<file path="src/power_reset_sequencer_pkg.sv">
// constants and types shared by the power and reset sequencer
package power_reset_sequencer_pkg;

   // interrupt status register
   localparam int                STAT_W         = 8;
   localparam logic [STAT_W-1:0] STAT_RESET     = 8'hFF;
   localparam logic [STAT_W-1:0] STAT_CLEAR     = 8'h00;

   // chip mode control register 1
   localparam logic [7:0]        MODE_CTRL1_ADDR     = 8'h03;
   localparam logic [7:0]        MODE_CTRL1_RESET    = 8'h00;
   localparam int                MODE_CTRL1_LIVE_BIT = 4;

   // crystal trim registers
   localparam int                COARSE_W       = 5;
   localparam int                FINE_W         = 4;
   localparam int                TRIM_W         = COARSE_W + FINE_W;
   localparam logic [COARSE_W-1:0] COARSE_RESET = 5'h10;
   localparam logic [FINE_W-1:0] FINE_RESET     = 4'h0;
   localparam logic [TRIM_W-1:0] TRIM_OFF       = 9'h000;

   // digital supply brown-out threshold, millivolts (analogue detector)
   localparam int                BROWNOUT_MV    = 2450;

   // delay counters
   localparam int                CNT_W          = 16;
   localparam logic [CNT_W-1:0]  CNT_ZERO       = 16'h0000;
   localparam logic [CNT_W-1:0]  CNT_ONE        = 16'h0001;

   // serial number width
   localparam int                SERIAL_W       = 32;

   // supply and reset supervisor
   typedef enum logic [2:0] {
      SUP_OFF   = 3'h0,
      SUP_BROWN = 3'h1,
      SUP_PULSE = 3'h2,
      SUP_HOLD  = 3'h3,
      SUP_RUN   = 3'h4
   } sup_state_type;

   // operating mode after reset
   typedef enum logic [1:0] {
      MODE_SLEEP = 2'h0,
      MODE_OSC   = 2'h1,
      MODE_PATH  = 2'h2,
      MODE_RX    = 2'h3
   } mode_type;

endpackage

</file>
<file path="src/core_reset_sync.sv">
// reset synchroniser: asserts at once, releases on the clock
`timescale 1ns/10ps
module core_reset_sync (
   // clock and enable
   input  wire logic ref_clk_i,
   input  wire logic clk_en_i,
   // combined asynchronous reset request, active low
   input  wire logic req_n_i,
   // synchronised reset, active low
   output logic      rst_n_o
);

   logic meta_r;
   logic sync_r;

   // only the second stage is read, so a late release cannot go metastable
   always_ff @(posedge ref_clk_i or negedge req_n_i) begin
      if (!req_n_i) begin
         meta_r <= 1'b0;
         sync_r <= 1'b0;
      end else if (clk_en_i) begin
         meta_r <= 1'b1;
         sync_r <= meta_r;
      end
   end

   assign rst_n_o = sync_r;

endmodule

</file>
<file path="src/power_reset_sequencer.sv">
// power-down, power-on and brown-out reset sequencing with sleep wake order
`timescale 1ns/10ps
module power_reset_sequencer #(
   parameter logic [15:0] T_RESET_CYC = 16'h03E8,
   parameter logic [15:0] T_OSC_CYC   = 16'h01F4,
   parameter logic [15:0] T_RF_CYC    = 16'h01F4,
   // arbitrary value, to be fused per device
   parameter logic [31:0] SERIAL_NUM  = 32'h5A5A_0001
) (
   // clock, reset, enable
   input  wire logic         ref_clk_i,
   input  wire logic         arst_n_i,
   input  wire logic         clk_en_i,
   // supply monitors
   input  wire logic         power_on_i,
   input  wire logic         brownout_i,
   // host commands
   input  wire logic         run_req_i,
   input  wire logic         sleep_req_i,
   input  wire logic         is_read_i,
   input  wire logic [7:0]   irq_event_i,
   input  wire logic         trim_coarse_wr_i,
   input  wire logic [4:0]   trim_coarse_i,
   input  wire logic         trim_fine_wr_i,
   input  wire logic [3:0]   trim_fine_i,
   input  wire logic         chip_mode_ctrl1_wr_i,
   input  wire logic [7:0]   chip_mode_ctrl1_i,
   // register views
   output logic [7:0]        interrupt_status_o,
   output logic [7:0]        chip_mode_ctrl1_o,
   output logic [31:0]       serial_number_o,
   // power and reset
   output logic              power_down_o,
   output logic              dig_reg_en_o,
   output logic              ana_reg_en_o,
   output logic              core_reset_o,
   output logic              irq_n_strobe_pin_o,
   // receiver control
   output logic              sleep_mode_o,
   output logic              rx_run_o,
   output logic              osc_high_prec_o,
   output logic [8:0]        trim_cap_o,
   output logic              rf_path_en_o,
   output logic              rx_ready_o
);

   power_reset_sequencer_pkg::sup_state_type sup_state_r;
   power_reset_sequencer_pkg::mode_type      mode_r;

   logic [15:0] hold_cnt_r;
   logic [15:0] wake_cnt_r;
   logic        core_go_r;
   logic        core_rst_n;
   logic        irq_n_r;
   logic [7:0]  status_r;
   logic [7:0]  mode_ctrl1_r;
   logic [4:0]  coarse_r;
   logic [3:0]  fine_r;
   logic [8:0]  trim_cap_r;
   logic        live_en;

   function automatic logic is_run(input power_reset_sequencer_pkg::mode_type m);
      is_run = (m != power_reset_sequencer_pkg::MODE_SLEEP);
   endfunction

   // supply supervisor; power-on and brown-out pre-empt every state
   always_ff @(posedge ref_clk_i or negedge arst_n_i) begin
      if (!arst_n_i) begin
         sup_state_r <= power_reset_sequencer_pkg::SUP_OFF;
      end else if (clk_en_i) begin
         if (!power_on_i) begin
            sup_state_r <= power_reset_sequencer_pkg::SUP_OFF;
         end else if (brownout_i) begin
            sup_state_r <= power_reset_sequencer_pkg::SUP_BROWN;
         end else begin
            unique case (sup_state_r)
               power_reset_sequencer_pkg::SUP_OFF: begin
                  sup_state_r <= power_reset_sequencer_pkg::SUP_HOLD;
               end
               power_reset_sequencer_pkg::SUP_BROWN: begin
                  sup_state_r <= power_reset_sequencer_pkg::SUP_PULSE;
               end
               power_reset_sequencer_pkg::SUP_PULSE: begin
                  sup_state_r <= power_reset_sequencer_pkg::SUP_HOLD;
               end
               power_reset_sequencer_pkg::SUP_HOLD: begin
                  if (hold_cnt_r == T_RESET_CYC - power_reset_sequencer_pkg::CNT_ONE) begin
                     sup_state_r <= power_reset_sequencer_pkg::SUP_RUN;
                  end
               end
               power_reset_sequencer_pkg::SUP_RUN: begin
                  sup_state_r <= power_reset_sequencer_pkg::SUP_RUN;
               end
               default: begin
                  sup_state_r <= power_reset_sequencer_pkg::SUP_OFF;
               end
            endcase
         end
      end
   end

   // reset hold counter
   always_ff @(posedge ref_clk_i or negedge arst_n_i) begin
      if (!arst_n_i) begin
         hold_cnt_r <= power_reset_sequencer_pkg::CNT_ZERO;
      end else if (clk_en_i) begin
         if (sup_state_r == power_reset_sequencer_pkg::SUP_HOLD && power_on_i && !brownout_i) begin
            hold_cnt_r <= hold_cnt_r + power_reset_sequencer_pkg::CNT_ONE;
         end else begin
            hold_cnt_r <= power_reset_sequencer_pkg::CNT_ZERO;
         end
      end
   end

   // flop before the async request so no decoder glitch reaches a reset pin
   always_ff @(posedge ref_clk_i or negedge arst_n_i) begin
      if (!arst_n_i) begin
         core_go_r <= 1'b0;
      end else if (clk_en_i) begin
         core_go_r <= (sup_state_r == power_reset_sequencer_pkg::SUP_RUN);
      end
   end

   core_reset_sync u_core_reset_sync (
      .ref_clk_i (ref_clk_i),
      .clk_en_i  (clk_en_i),
      .req_n_i   (arst_n_i & power_on_i & ~brownout_i & core_go_r),
      .rst_n_o   (core_rst_n)
   );

   // interrupt pin; the pin level is undefined only below the functional threshold
   always_ff @(posedge ref_clk_i or negedge arst_n_i) begin
      if (!arst_n_i) begin
         irq_n_r <= 1'b0;
      end else if (clk_en_i) begin
         unique case (sup_state_r)
            power_reset_sequencer_pkg::SUP_PULSE: irq_n_r <= 1'b1;
            power_reset_sequencer_pkg::SUP_RUN:   irq_n_r <= core_rst_n && (status_r == power_reset_sequencer_pkg::STAT_CLEAR);
            default:                              irq_n_r <= 1'b0;
         endcase
      end
   end

   // status bits: reset to all ones, cleared by a read, a new event wins over the clear
   genvar gi;
   generate
      for (gi = 0; gi < power_reset_sequencer_pkg::STAT_W; gi++) begin : g_status
         always_ff @(posedge ref_clk_i or negedge core_rst_n) begin
            if (!core_rst_n) begin
               status_r[gi] <= power_reset_sequencer_pkg::STAT_RESET[gi];
            end else if (clk_en_i) begin
               if (irq_event_i[gi]) begin
                  status_r[gi] <= 1'b1;
               end else if (is_read_i) begin
                  status_r[gi] <= 1'b0;
               end
            end
         end
      end
   endgenerate

   // host-written configuration
   always_ff @(posedge ref_clk_i or negedge core_rst_n) begin
      if (!core_rst_n) begin
         mode_ctrl1_r <= power_reset_sequencer_pkg::MODE_CTRL1_RESET;
         coarse_r <= power_reset_sequencer_pkg::COARSE_RESET;
         fine_r   <= power_reset_sequencer_pkg::FINE_RESET;
      end else if (clk_en_i) begin
         if (chip_mode_ctrl1_wr_i) begin
            mode_ctrl1_r <= chip_mode_ctrl1_i;
         end
         if (trim_coarse_wr_i) begin
            coarse_r <= trim_coarse_i;
         end
         if (trim_fine_wr_i) begin
            fine_r <= trim_fine_i;
         end
      end
   end

   assign live_en = mode_ctrl1_r[power_reset_sequencer_pkg::MODE_CTRL1_LIVE_BIT];

   // mode sequencer; sleep request wins over a wake request
   always_ff @(posedge ref_clk_i or negedge core_rst_n) begin
      if (!core_rst_n) begin
         mode_r     <= power_reset_sequencer_pkg::MODE_SLEEP;
         wake_cnt_r <= power_reset_sequencer_pkg::CNT_ZERO;
      end else if (clk_en_i) begin
         wake_cnt_r <= wake_cnt_r + power_reset_sequencer_pkg::CNT_ONE;
         if (sleep_req_i) begin
            mode_r <= power_reset_sequencer_pkg::MODE_SLEEP;
         end else begin
            unique case (mode_r)
               power_reset_sequencer_pkg::MODE_SLEEP: begin
                  wake_cnt_r <= power_reset_sequencer_pkg::CNT_ZERO;
                  if (run_req_i) begin
                     mode_r <= power_reset_sequencer_pkg::MODE_OSC;
                  end
               end
               power_reset_sequencer_pkg::MODE_OSC: begin
                  if (wake_cnt_r == T_OSC_CYC - power_reset_sequencer_pkg::CNT_ONE) begin
                     mode_r     <= power_reset_sequencer_pkg::MODE_PATH;
                     wake_cnt_r <= power_reset_sequencer_pkg::CNT_ZERO;
                  end
               end
               power_reset_sequencer_pkg::MODE_PATH: begin
                  if (wake_cnt_r == T_RF_CYC - power_reset_sequencer_pkg::CNT_ONE) begin
                     mode_r <= power_reset_sequencer_pkg::MODE_RX;
                  end
               end
               power_reset_sequencer_pkg::MODE_RX: begin
                  wake_cnt_r <= power_reset_sequencer_pkg::CNT_ZERO;
               end
            endcase
         end
      end
   end

   // trim capacitors: latched on wake, live only when enabled
   always_ff @(posedge ref_clk_i or negedge core_rst_n) begin
      if (!core_rst_n) begin
         trim_cap_r <= power_reset_sequencer_pkg::TRIM_OFF;
      end else if (clk_en_i) begin
         if (sleep_req_i || (!is_run(mode_r) && !run_req_i)) begin
            trim_cap_r <= power_reset_sequencer_pkg::TRIM_OFF;
         end else if (!is_run(mode_r) || live_en) begin
            trim_cap_r <= {coarse_r, fine_r};
         end
      end
   end

   assign power_down_o       = (sup_state_r == power_reset_sequencer_pkg::SUP_OFF);
   assign dig_reg_en_o       = !power_down_o;
   assign core_reset_o       = !core_rst_n;
   assign rx_run_o           = core_rst_n && is_run(mode_r);
   assign ana_reg_en_o       = rx_run_o;
   assign sleep_mode_o       = core_rst_n && !is_run(mode_r);
   assign osc_high_prec_o    = rx_run_o;
   assign rf_path_en_o       = core_rst_n && (mode_r == power_reset_sequencer_pkg::MODE_PATH
                                           || mode_r == power_reset_sequencer_pkg::MODE_RX);
   assign rx_ready_o         = core_rst_n && (mode_r == power_reset_sequencer_pkg::MODE_RX);
   assign trim_cap_o         = trim_cap_r;
   assign irq_n_strobe_pin_o = irq_n_r;
   assign interrupt_status_o = status_r;
   assign chip_mode_ctrl1_o  = mode_ctrl1_r;
   assign serial_number_o    = SERIAL_NUM;

   // checks
   pdown_off_a: assert property (@(posedge ref_clk_i) disable iff (!arst_n_i)
      (!power_on_i && clk_en_i) |=> (power_down_o && !dig_reg_en_o && !ana_reg_en_o))
      else $error("power-down not entered");

   por_start_a: assert property (@(posedge ref_clk_i) disable iff (!arst_n_i)
      (arst_n_i && sup_state_r == power_reset_sequencer_pkg::SUP_OFF && power_on_i && !brownout_i && clk_en_i)
      |=> (dig_reg_en_o && sup_state_r == power_reset_sequencer_pkg::SUP_HOLD && core_reset_o))
      else $error("power-on reset not started");

   ana_reg_a: assert property (@(posedge ref_clk_i) disable iff (!arst_n_i)
      (ana_reg_en_o == rx_run_o) && !(ana_reg_en_o && (power_down_o || core_reset_o || sleep_mode_o)))
      else $error("analogue regulator on without rf active");

   brown_rst_a: assert property (@(posedge ref_clk_i) disable iff (!arst_n_i)
      (brownout_i && power_on_i && clk_en_i) |=> (core_reset_o && !irq_n_r ##1 core_reset_o))
      else $error("brown-out did not reset");

   brown_irq_a: assert property (@(posedge ref_clk_i) disable iff (!arst_n_i)
      (sup_state_r == power_reset_sequencer_pkg::SUP_BROWN && clk_en_i && brownout_i)
      |=> !irq_n_strobe_pin_o)
      else $error("interrupt not low in brown-out");

   recov_pulse_a: assert property (@(posedge ref_clk_i) disable iff (!arst_n_i)
      (sup_state_r == power_reset_sequencer_pkg::SUP_BROWN && !brownout_i && power_on_i && clk_en_i)
      ##1 (clk_en_i && !brownout_i && power_on_i)
      |=> (irq_n_strobe_pin_o ##1 (!irq_n_strobe_pin_o || !clk_en_i)))
      else $error("recovery pulse missing");

   hold_len_a: assert property (@(posedge ref_clk_i) disable iff (!arst_n_i)
      (sup_state_r == power_reset_sequencer_pkg::SUP_RUN && $past(sup_state_r) != power_reset_sequencer_pkg::SUP_RUN)
      |-> ($past(hold_cnt_r) == T_RESET_CYC - power_reset_sequencer_pkg::CNT_ONE))
      else $error("reset hold length wrong");

   is_reset_a: assert property (@(posedge ref_clk_i) disable iff (!arst_n_i)
      $rose(core_rst_n) |-> (status_r == power_reset_sequencer_pkg::STAT_RESET && !irq_n_strobe_pin_o
                             && sleep_mode_o))
      else $error("status not all ones after reset");

   first_read_a: assert property (@(posedge ref_clk_i) disable iff (!core_rst_n)
      (is_read_i && irq_event_i == power_reset_sequencer_pkg::STAT_CLEAR && clk_en_i
       && sup_state_r == power_reset_sequencer_pkg::SUP_RUN && power_on_i && !brownout_i)
      ##1 (clk_en_i && power_on_i && !brownout_i && irq_event_i == power_reset_sequencer_pkg::STAT_CLEAR)
      |=> irq_n_strobe_pin_o)
      else $error("interrupt not released by read");

   sleep_trim_a: assert property (@(posedge ref_clk_i) disable iff (!core_rst_n)
      (sleep_mode_o && !$past(run_req_i)) |-> (trim_cap_o == power_reset_sequencer_pkg::TRIM_OFF
                                              && !osc_high_prec_o))
      else $error("trim connected in sleep");

   wake_trim_a: assert property (@(posedge ref_clk_i) disable iff (!core_rst_n)
      (sleep_mode_o && run_req_i && !sleep_req_i && clk_en_i)
      |=> (trim_cap_o == {$past(coarse_r), $past(fine_r)} && rx_run_o))
      else $error("trim not loaded on wake");

   trim_hold_a: assert property (@(posedge ref_clk_i) disable iff (!core_rst_n)
      (rx_run_o && !live_en && !sleep_req_i && clk_en_i)
      |=> $stable(trim_cap_o))
      else $error("trim changed without live enable");

   wake_order_a: assert property (@(posedge ref_clk_i) disable iff (!core_rst_n)
      $rose(rf_path_en_o) |-> ($past(osc_high_prec_o) && !rx_ready_o))
      else $error("wake order broken");

   wake_cover_c: cover property (@(posedge ref_clk_i) disable iff (!core_rst_n)
      $rose(rx_ready_o));

   recov_cover_c: cover property (@(posedge ref_clk_i) disable iff (!arst_n_i)
      sup_state_r == power_reset_sequencer_pkg::SUP_PULSE);

   read_cover_c: cover property (@(posedge ref_clk_i) disable iff (!arst_n_i)
      $rose(irq_n_strobe_pin_o) && sup_state_r == power_reset_sequencer_pkg::SUP_RUN);

   live_cover_c: cover property (@(posedge ref_clk_i) disable iff (!core_rst_n)
      rx_run_o && live_en && trim_fine_wr_i);

endmodule

</file>
<file path="config.mk">
export PLATFORM = sky130hd
export DESIGN_NAME = power_reset_sequencer
export DESIGN_NICKNAME = d
export VERILOG_FILES = /design/src/power_reset_sequencer_pkg.sv /design/src/core_reset_sync.sv /design/src/power_reset_sequencer.sv
export SDC_FILE = /design/constraint.sdc
export NUM_CORES = 1
export LEC_CHECK = 0
export BUFFER_PORTS_ARGS = -buffer_cell sky130_fd_sc_hd__buf_2
export CAP_MARGIN = 20
export CORE_MARGIN = 5
export CORE_UTILIZATION = 42
export CTS_BUF_LIST = sky130_fd_sc_hd__clkbuf_2 sky130_fd_sc_hd__clkbuf_4 sky130_fd_sc_hd__clkbuf_8
export DETAILED_ROUTE_END_ITERATION = 10
export GPL_ROUTABILITY_DRIVEN = 0
export GPL_TIMING_DRIVEN = 0
export PLACE_DENSITY_LB_ADDON = 0.08
export SYNTH_ARGS = -nofsm -noshare
export SYNTH_HDL_FRONTEND = slang
export SYNTH_HIERARCHICAL = 1
export SYNTH_SLANG_ARGS = --single-unit
</file>
<file path="constraint.sdc">
create_clock -name ref_clk_i -period 3.2 [get_ports ref_clk_i]
set_clock_uncertainty 0.2 [all_clocks]
set_input_delay 0.32 -clock ref_clk_i [delete_from_list [all_inputs] [get_ports ref_clk_i]]
set_output_delay 0.32 -clock ref_clk_i [all_outputs]
set_load 0.005 [all_outputs]
</file>
Yosys cells after proc, flatten, opt, wreduce, memory -nomap -nowiden

Index checks and enable logic that the tools add are counted.

Register bits after elaboration: 75
Bits in latches: 0
Bits in writable memories: 0
Memory bits (read-only): 0
Bits of input ports: 36
Output and inout port bits: 67
Logic and storage cells: 110
Memories kept: 0

$add $sub $neg: 2
$mul: 0
Divide/modulo/power cells: 0
Order comparisons: 0
Eq/ne operators: 13
Shifts and indexed selects: 0
Muxes and demuxes: 25
Bitwise gates (word level): 4
Reduce and logical (&&, ||, !) cells: 46

Operators by type and width:

| kind                                            | number |
|---|---|
| two-way mux 16 bit                              | 3 |
| adder 16 x 1 -> 16 bit, second input constant   | 2 |
| case mux 16 bit (2 select lines)                | 1 |
| AND reduction 2 bit                             | 13 |
| nonzero test 2 bit                              | 10 |
| two-way mux 9 bit                               | 2 |
| == test 16 x 10 -> 1 bit, second input constant | 1 |
| == test 16 x 9 -> 1 bit, second input constant  | 1 |
| case mux 3 bit (4 select lines)                 | 1 |
| two-way mux 1 bit                               | 9 |
| two-way mux 3 bit                               | 3 |
| != test 3 bit, second input constant            | 3 |
| logical AND 1 bit                               | 8 |
| zero test 8 bit                                 | 1 |
| two-way mux 2 bit                               | 4 |
| == test 3 x 2 -> 1 bit, second input constant   | 2 |
| case mux 2 bit (3 select lines)                 | 1 |
| zero test 1 bit                                 | 5 |
| AND reduction 5 bit                             | 1 |
| == test 2 bit, second input constant            | 2 |
| != test 4 bit, second input constant            | 1 |
| nonzero test 4 bit                              | 1 |
| OR reduction 2 bit                              | 2 |
| bitwise AND 1 bit                               | 3 |
| other kinds (8)                                 | 10 |

Depth between registers and ports, before layout

Gate-level depths: netlist (run 1).

Depth after elaboration: 6
Gate-level depth with buffers: 6
Mapped depth without buffers: 6

Modules after synthesis

Netlist (run 1), hierarchy kept.

By module, submodules not included:

| module                | times used | cells each | area each (sq um) | seq. area each (sq um) |
|---|---|---|---|---|
| power_reset_sequencer | 1          | 370        | 3784.9            | 1838.0 |
| core_reset_sync       | 1          | 4          | 71.3              | 50.0 |

Least setup slack after synthesis (run 1)

No wires, ideal clock.

Path kind: register -> output
Start point: register u_core_reset_sync.sync_r (netlist: u_core_reset_sync/rst_n_o)
End point: output osc_high_prec_o
Arrival: 2.132 ns
Data required time: 2.680 ns
Slack: 0.548 ns
Cell stages (with the launch flop): 4
Buffers on the path: 1
Cell sequence: dfrtp_1 inv_1 nor2_1 buf_4

Cells in the longest elaborated chain, start to end: 1

Ends and longest elaborated chain:

| item                     | RTL line                     | RTL |
|---|---|---|
| start: declaration       | core_reset_sync.sv:14        | `logic sync_r;` |
| start signal: assignment | core_reset_sync.sv:23        | `sync_r <= meta_r;` |
| logical AND 1 bit        | power_reset_sequencer.sv:235 | `assign rx_run_o = core_rst_n && is_run(mode_r);` |
| end: declaration         | power_reset_sequencer.sv:41  | `output logic osc_high_prec_o,` |

No other way between the ends.

Worst setup path after layout (run 1)

Start point: register mode_r[0]
End point: register trim_cap_r[8] (netlist: trim_cap_o[8])

Cells in the longest elaborated chain, start to end: 6

Ends and longest elaborated chain:

| item                                 | RTL line                                                   | RTL |
|---|---|---|
| start: declaration                   | power_reset_sequencer.sv:48                                | `power_reset_sequencer_pkg::mode_type mode_r;` |
| start signal: assignment             | power_reset_sequencer.sv:186                               | `mode_r <= power_reset_sequencer_pkg::MODE_SLEEP;` |
| start signal: assignment             | power_reset_sequencer.sv:191                               | `mode_r <= power_reset_sequencer_pkg::MODE_SLEEP;` |
| start signal: assignment             | power_reset_sequencer.sv:197                               | `mode_r <= power_reset_sequencer_pkg::MODE_OSC;` |
| nonzero test 2 bit (*)               | power_reset_sequencer.sv:63                                | `is_run = (m != power_reset_sequencer_pkg::MODE_SLEEP);` |
| zero test 1 bit (*)                  | power_reset_sequencer.sv:224, power_reset_sequencer.sv:226 |  |
| logical AND 1 bit                    | power_reset_sequencer.sv:224                               | `if (sleep_req_i \|\| (!is_run(mode_r) && !run_req_i)) begin` |
| logical OR 1 bit                     | power_reset_sequencer.sv:224                               |  |
| nonzero test 2 bit (no source line)  | -                                                          |  |
| AND reduction 2 bit (no source line) | -                                                          |  |
| end signal: assignment               | power_reset_sequencer.sv:222                               | `trim_cap_r <= power_reset_sequencer_pkg::TRIM_OFF;` |
| end signal: assignment               | power_reset_sequencer.sv:225                               | `trim_cap_r <= power_reset_sequencer_pkg::TRIM_OFF;` |
| end signal: assignment               | power_reset_sequencer.sv:227                               | `trim_cap_r <= {coarse_r, fine_r};` |
| end: declaration                     | power_reset_sequencer.sv:59                                | `logic [8:0] trim_cap_r;` |

Mark *: on every way between the ends. The rest lies on a longest branch, timed or not.
A chain may end at the register's enable or synchronous reset.

==> reports/results.ini, run 1 <==
[outcome]
status = finished, violations left
failed_checks = negative hold slack

[timing]
hold_violations = 6
slew_headroom = 0.3719
min_period_ps = 2465
drv_slew = 0
setup_slack_ps = 734.9
setup_viol = 0
holdWs_ps = -5.529
period_share = 0.7703
rsz0062_at_grt = false
tightest_slew_ps = 934.2
fmax_mhz = 405.7

[worst_setup_path]
end_kind = flop
required_ps = 3220
critPathKind = flop to flop
startpoint_type = flop
crit_start = mode_r[0]
arrival_ps = 2480
timing.rr.start = mode_r[0]
path_max_fanout = 10

[finish]
nets = 553
syn2layout_area_growth_pct = 28.42
drive_gt1_frac = 0.3275
diodes = 0

[drt]
routed_wl_mm = 8.519
drc = 0
drtIter0Drc = 105
wl_per_cell_um = 13.59
drtPass1Iterations = 4
via_per_inst = 4.805
ant_nets = 0
routed-via-count = 3013

[synthesis]
ys_seq_area_frac = 0.4896
synth_compound_area_frac = 0.09215
syn_avg_cell_area_sq_um = 10.31
muxShareOfSynthArea = 0.06652
syn_inst = 374
ys_ff_latch = 75
ys_warn_count = 6
synth-adder-area-share = 0.01947
synth_top_family_by_area = simple AND/OR/NAND/NOR gates
yosys.area_share.simple = 0.1872
synth-xor-area-share = 0.04997
synth_area_sq_mm = 0.003856
synth.distinct_cells = 52

[placement]
hpwl_mm = 6.158
io_buffers = 70
dp_slack_ps = 661.9

[floorplan]
core_sq_mm = 0.009109
die_area_sq_mm = 0.01120
row_count = 35
start_util = 0.4234
fp.dieW_um = 105.8
ioPinCount = 103
die_height_um = 105.8

[grt]
antenna_found_initial = 0
grt_pass1_wl_mm = 14.59
grt_start_max_net_pins = 40
grt_pass1_vias = 3016
overflow = 0
grtUsageTotal = 0.1605

[clocking]
clock_latency_ps = 340
h-tree-depth = 3
cts_tree = built
clk_path_buf_depth = 2
cts.sinks = 75
numCtsBuffers = 9
clkTransAtPathRegs_ps = 80
cts-root-buf = clkbuf_8
post_cts_buffers = 0

[power]
p_per_area_mw_per_mm2 = 491.3
leakage_nw = 2.352
total_power_mw = 2.433
ir_drop_v = 0.0002342

[hold_path]
hold_class = flop to asynchronous set/reset pin

[job]
maxCapViolations = 0

[worst max-delay path, cell delays in order, from the launching register on]
cell and delay (ps):
dfrtp_1 400, inv_1 80, ha_1 290, o31ai_1 810, clkbuf_1 400, o21ai_0 150
[cells by family after synthesis]
group / after synthesis
compound gates: 49
xor+xnor: 22
fa+ha+maj: 6
buf+inv: 57
flops: 75
mux: 23
other cells: 2
simple gates: 140
[synth_stat cells (all sizes together)]
master	count	area, sq um
nor3	8	40.04
nand4	14	93.84
a21oi	6	33.78
dfrtp	66	1652
or3	3	23.77
a31o	4	35.03
mux2	18	206.4
inv	13	48.80
ha	6	75.07
xnor2	14	122.6
nand2	42	157.7
buf	40	292.8
nor4bb	1	10.01
mux2i	5	50.05
clkinv	1	3.750
a22o	8	70.07
or3b	1	8.760
and4bb	1	12.51
dfstp	9	236.5
xor2	8	70.07
o31ai	6	45.04
conb	2	7.510
o21ai	16	80.08
nand3	10	62.56
or2	1	6.260
or4	1	7.510
o211a	1	10.01
nor2	36	135.1
and2	4	25.02
a32oi	1	8.760
nor4	7	50.05
clkbuf	3	13.76
nand2b	2	12.51
a2111oi	2	17.52
a41oi	1	8.760
a311oi	1	8.760
nor4b	4	35.03
a211o	1	8.760
o41ai	1	8.760
a211oi	1	20.02
and3	1	6.260
and4	4	35.03
[power breakdown]
part	switching, mW	internal [mW]
Clock	0.354	0.467
Combinational	0.221	0.251
Sequential	0.0806	1.06
[state kept, by name (all words and copies together) (netlist names)]
signal / count
chip_mode_ctrl1_o: 8
coarse_r: 5
core_go_r: 1
fine_r: 4
hold_cnt_r: 16
interrupt_status_o: 8
irq_n_strobe_pin_o: 1
mode_r: 2
sup_state_r: 3
trim_cap_o: 9
u_core_reset_sync/meta_r: 1
u_core_reset_sync/rst_n_o: 1
wake_cnt_r: 16
[cell type report]
cell class	count	area (sq um)
buffer	43	306.5
clock buffer	11	145.1
clock inverter	5	77.57
fill	853	4156
inverter	14	52.55
multi-input combinational	272	1722
sequential	75	1889
tap	111	138.9
timing repair buffer	96	620.6
[cells in the final DEF (no fill, tap or decap), types with 4 or more instances in the layout]
master and instances:
buf_2 73, nand2_1 42, conb_1 32, a21oi_1 5, ha_1 6, a22o_1 8, nor4b_1 4, nand3_1 9
dfstp_2 9, xnor2_1 14, nor2_1 36, clkbuf_8 10, and4_1 4, mux2i_1 5, nor4_1 6, dlygate4sd3_1 25
and2_1 4, inv_1 13, nor3_1 8, a31o_2 4, xor2_1 8, o21ai_0 16, nand4_1 13, mux2_2 17
dfrtp_1 65, o31ai_1 6, buf_4 35
[metal layers]
metal / routed length (um) / global-route usage / share of wire / vias to the layer above
li1: - / - / - / 1517
met3: 443 / 0.03919 / 0.052 / 4
met4: 50 / 0.04163 / 0.0059 / 0
met1: 3974 / 0.2146 / 0.47 / 1423
met5: 0 / 0 / 0 / -
met2: 4051 / 0.2618 / 0.48 / 69
[what timing repair did]
action                    4_1_cts  5_1_grt
hold endpoints to repair       42        1
resized for setup               0        0
hold buffers                   24        1
[through the flow]
step	TNS (ps)	hold slack, ps	area (sq um)	utilization	std cells
6_report	0	-5.529	4952	0.5437	627
3_3_place_gp	-482.7	-15.55	4458	0.4894	585
5_1_grt	0	3.800	4952	0.5437	627
2_1_floorplan	0	-175.6	3969	-	404
3_5_place_dp	0	-7.912	4479	0.4918	586
4_1_cts	0	0.2429	4942	0.5426	626
[path summary, 6_finish.rpt]
check	end	slack, ps	cells past startpoint
min	chip_mode_ctrl1_o[0]	-6	0
max	trim_cap_o[8]	730	5
max reg2reg	trim_cap_o[8]	730	5
min reg2reg	chip_mode_ctrl1_o[0]	-6	0
min in group ref_clk_i	fine_r[2]	10	2
max in group asynchronous	u_core_reset_sync/rst_n_o	1260	6
Note: power is estimated with default switching activity, not from simulation.
==> run 2: changes to the inputs <==
clock period = 2 ns   (was 3.2 ns; I/O delays follow)
==> reports/results.ini, run 2 (same netlist as run 1, synthesis figures left out) <==
[drt]
via_per_inst = 4.899
routed-via-count = 3111
routed_wl_mm = 8.839
ant_nets = 0
wl_per_cell_um = 13.92
drc = 0
drtIter0Drc = 84
drtPass1Iterations = 4

[timing]
holdWs_ps = 3.846
hold_violations = 0
rsz0062_at_grt = true
fmax_mhz = 506.7
slew_headroom = 0.6643
min_period_ps = 1973
drv_slew = 0
period_share = 0.9867
setup_slack_ps = 26.57
finalSetupTns_ps = 0
setup_viol = 0
tightest_slew_ps = 503.6

[finish]
final_common_cell = buf_2
diodes = 0
layout_common_cells = 73 x buf_2, 65 x dfrtp_1, 42 x nand2_1
final_util = 0.5584
nets = 561
drive_gt1_frac = 0.3531
stdcell_area_sq_mm = 0.005086
syn2layout_area_growth_pct = 31.89

[floorplan]
die_area_sq_mm = 0.01120
core_sq_mm = 0.009109
die_height_um = 105.8
fp.dieW_um = 105.8
row_count = 35
ioPinCount = 103
start_util = 0.4234

[clocking]
cts.sinks = 75
clk_path_buf_depth = 2
cts_tree = built
clkTransAtPathRegs_ps = 80
cts-root-buf = clkbuf_8
clock_latency_ps = 340
numCtsBuffers = 9
h-tree-depth = 3

[placement]
hpwl_mm = 6.245
io_buffers = 70
dp_slack_ps = -543.6
dpl-instance-area_sq_mm = 0.004479

[worst_setup_path]
crit_chain = ha_4 -> and4bb_2 -> a41oi_2 -> or3_1 -> a31o_2
critPathKind = flop to flop
r2r_slack_ps = 30
end_kind = flop
required_ps = 2040
critPathBufInv = 0
path_max_fanout = 4
startpoint_type = flop
arrival_ps = 2010
crit_family = simple AND/OR/NAND/NOR gates
cpMaxStageDelayCell = dfrtp_1
crit_path_max_incr_delay_ps = 450

[grt]
antenna_found_initial = 0
overflow = 0
grtUsageTotal = 0.1614
grt_start_max_net_pins = 36
grt_pass1_wl_mm = 14.81
grt_pass1_vias = 3135

[power]
p_per_area_mw_per_mm2 = 760.7
ir_drop_v = 0.0004167
leakage_nw = 2.360

[job]
maxCapViolations = 0

[outcome]
status = complete, no violations

[hold_path]
hold_class = flop to asynchronous set/reset pin

[run 2: cell count changes in the layout (fill, tap and decap cells not counted), moves of 2 or more]
cell / change
nor2_1: -3
clkinv_4: +3
dlygate4sd3_1: +3
a2111oi_0: -2
buf_4: +4
nor2_2: +3
ha_1: -2
[run 2: worst reg2reg max path, stage by stage, from the launching register on]
cell,delay [ps]
dfrtp_1,450
ha_4,180
and4bb_2,290
a41oi_2,170
or3_1,350
a31o_2,230
[run 2: area by class of cell]
cell class	count	area [sq um]
fillers	885	4023
flip-flops and latches	75	1892
multi-input cells	272	1799
repair buffers	104	691.9
plain buffers	43	310.3
well taps	111	138.9
clock buffers	9	123.9
clock inverters	7	77.57
inverters	14	52.55
[run 2: layer usage]
metal | global-route usage | routed length (um) | up-vias
met5 | 0 | 0 | -
met1 | 0.2132 | 4004 | 1492
li1 | - | - | 1536
met3 | 0.03368 | 442 | 9
met2 | 0.2637 | 4280 | 74
met4 | 0.05550 | 113 | 0
[run 2: per-stage QoR]
stage	cells	total power [mW]
detailed placement	586	2.587
global placement	585	2.567
floorplan	404	2.289
CTS	633	3.856
global route	635	4.091
finish	635	3.869
[run 2: path summary, 6_finish.rpt]
kind | start | to | cells after the start
worst max-delay path | wake_cnt_r[1] | mode_r[0] | 5
max in group asynchronous | power_on_i | u_core_reset_sync/rst_n_o | 5
worst min-delay path | core_go_r | u_core_reset_sync/rst_n_o | 2
worst min register to register | core_go_r | u_core_reset_sync/rst_n_o | 2
worst max register to register | wake_cnt_r[1] | mode_r[0] | 5
min in group ref_clk_i | brownout_i | sup_state_r[0] | 3
[run 2: power by group]
part | switching (mW) | total [mW] | internal (mW)
clock network | 0.590 | 1.18 | 0.587
registers | 0.134 | 1.83 | 1.69
logic | 0.395 | 0.863 | 0.468
total | 1.12 | 3.87 | 2.75
[run 2: timing repair]
action,CTS,global route
gates cloned,0,0
endpoints found under the hold margin,49,0
setup buffers,3,2
pin swaps,1,2
setup endpoints to repair,24,35
gates resized for setup,7,13
hold buffers,28,0
==> run 3: changes to the inputs <==
SYNTH_HIERARCHICAL = default   (was 1)
==> reports/results.ini, run 3 <==
[finish]
n_fill_cell = 834
drive_gt1_frac = 0.3618
layout_common_cells = 73 x buf_2, 63 x dfrtp_1, 50 x buf_4
final_util = 0.5738
diodes = 0
final_common_cell = buf_2
nets = 576
syn2layout_area_growth_pct = 35.66

[synthesis]
synth_top_area_frac = 0.4287
synth_area_sq_mm = 0.003852
synthTopCellsByCount = 66 x dfrtp_1, 42 x nand2_1, 34 x buf_4
yosys.area.top_type = dfrtp_1
synthFlopType = dfrtp_1
synthTopCellsByArea = dfrtp_1 43%, buf_4 6.6%, dfstp_2 6.1%, mux2_2 5.3%, nand2_1 4.1%
ys_warn_count = 0
ys_ff_latch = 75
ys_async_sr_fraction = 1.000
ys_seq_area_frac = 0.4901
syn_inst = 374
synth_most_common_cell = dfrtp_1
synth_edf_count = 0
syn_avg_cell_area_sq_um = 10.30
synth.distinct_cells = 52

[floorplan]
ioPinCount = 103
fp.dieW_um = 105.8
die_area_sq_mm = 0.01119
row_count = 35
core_sq_mm = 0.009109
die_height_um = 105.8
start_util = 0.4229

[grt]
grt_pass1_wl_mm = 14.91
grt_start_max_net_pins = 40
grt_pass1_vias = 3109
antenna_found_initial = 0
overflow = 0
grtUsageTotal = 0.1627

[drt]
drc = 0
via_per_inst = 4.920
routed_wl_mm = 8.887
drtPass1Iterations = 4
routed-via-count = 3198
met3_length_um = 539
wl_met2_mm = 4.245
wl_met1_mm = 3.925
ant_nets = 0
drtIter0Drc = 105
top_layer = met4
wl_per_cell_um = 13.67

[power]
ir_drop_v = 0.0004671
leakage_nw = 2.462
total_power_mw = 4.213
p_per_area_mw_per_mm2 = 806.2

[worst_setup_path]
reg2reg_depth = 4
arrival_ps = 2320
end_kind = asynchronous set/reset pin
path_max_fanout = 3
startpoint_type = input port
required_ps = 2350
cpMaxStageDelayCell = dlygate4sd3_1
r2r_slack_ps = 40
crit_chain = dlygate4sd3_1 -> buf_2 -> nand2b_1 -> dlygate4sd3_1 -> nor2_1 -> dlygate4sd3_1
critPathKind = input port to asynchronous set/reset pin
rr_endpoint = sup_state_r[1]
crit_top_cell = dlygate4sd3_1
timing.rr.start = hold_cnt_r[10]
crit_path_max_incr_delay_ps = 600

[clocking]
cts.sinks = 75
cts_tree = built
clock_latency_ps = 350
cts-root-buf = clkbuf_8
numCtsBuffers = 9
clkTransAtPathRegs_ps = 90
h-tree-depth = 3
clk_path_buf_depth = 2

[timing]
hold_violations = 0
tightest_slew_ps = 510.2
rsz0062_at_grt = true
fmax_mhz = 509.2
min_period_ps = 1964
setup_viol = 0
slew_headroom = 0.6598
period_share = 0.9819
drv_slew = 0

[job]
maxCapViolations = 0

[outcome]
status = complete, no violations

[placement]
io_buffers = 70
hpwl_mm = 6.128

[hold_path]
whs_endpoint = hold_cnt_r[2]
min_path_cells = 3
hold_class = input port to flop
hold_start = clk_en_i

==> run 3: worst max path at each step <==
stage / startpoint / endpoint / slack, ps / cells past startpoint
2_1_floorplan: mode_r[0] / trim_cap_o[8] / 20 / 5
6_report: brownout_i / u_core_reset_sync.rst_n_o / 40 / 6
3_3_place_gp: mode_r[0] / trim_cap_o[8] / -520 / 5
4_1_cts: mode_r[0] / rx_run_o / 5 / 5
5_1_grt: hold_cnt_r[10] / sup_state_r[1] / -8 / 4
3_5_place_dp: mode_r[0] / trim_cap_o[8] / -510 / 5
==> run 3: worst max-delay path, delay by kind of cell <==
family / cells / cell delay, ps
buffers and inverters: 4 / 1840
and+or+nand+nor: 2 / 270
==> run 3: power breakdown <==
part	total (mW)	switching (mW)	internal, mW
combinational	1.06	0.497	0.566
sequential	1.84	0.133	1.70
clock	1.31	0.604	0.711
==> run 3: routing by layer <==
layer | up-vias | track usage
li1 | 1571 | -
met1 | 1519 | 0.2076
met2 | 91 | 0.2691
met3 | 17 | 0.04409
met4 | 0 | 0.05088
met5 | - | 0
==> run 3: cells by family (layout without fill, tap and decap cells) <==
group                    after synthesis  count (layout)  synth area share
multiplexers                          21              21           0.06041
adder cells (fa/ha/maj)                6               6           0.01949
XOR/XNOR                              20              20           0.04547
buffers and inverters                 54             189           0.09061
AO/OA/AOI/OAI                         55              55           0.09842
other                                  2              32          0.001949
flip-flops                            75              75            0.4901
AND/OR/NAND/NOR                      141             141            0.1936
==> run 3: area by class of cell <==
type	count	area [sq um]	share of cell area
inverter	11	41.29	0.007900
sequential	75	1894	0.3625
clock inverter	7	98.84	0.01891
clock buffer	9	123.9	0.02370
multi-input combinational	275	1787	0.3419
buffer	43	309.0	0.05913
timing repair buffer	119	833.3	0.1594
tap	111	138.9	0.02657
==> run 3: metrics by stage <==
step	instances	hold WS (ps)	setup TNS [ps]	instance area, sq um	setup slack (ps)
after global routing	650	81.56	-14.85	5226	-8.496
after floorplan	404	-295.6	0	3966	19.86
after CTS	638	65.15	0	5077	4.942
after global placement	585	-20.67	-7958	4456	-519.5
final	650	83.24	0	5226	36.23
after detailed placement	586	-5.204	-6427	4476	-508.6
==> run 3: what timing repair did <==
item / in CTS / in global routing
hold buffers: 31 / 0
setup buffers: 5 / 11
pin swaps: 3 / 5
setup endpoints to repair: 32 / 33
endpoints found under the hold margin: 50 / 0
cloned: 0 / 1
resized for setup: 6 / 11
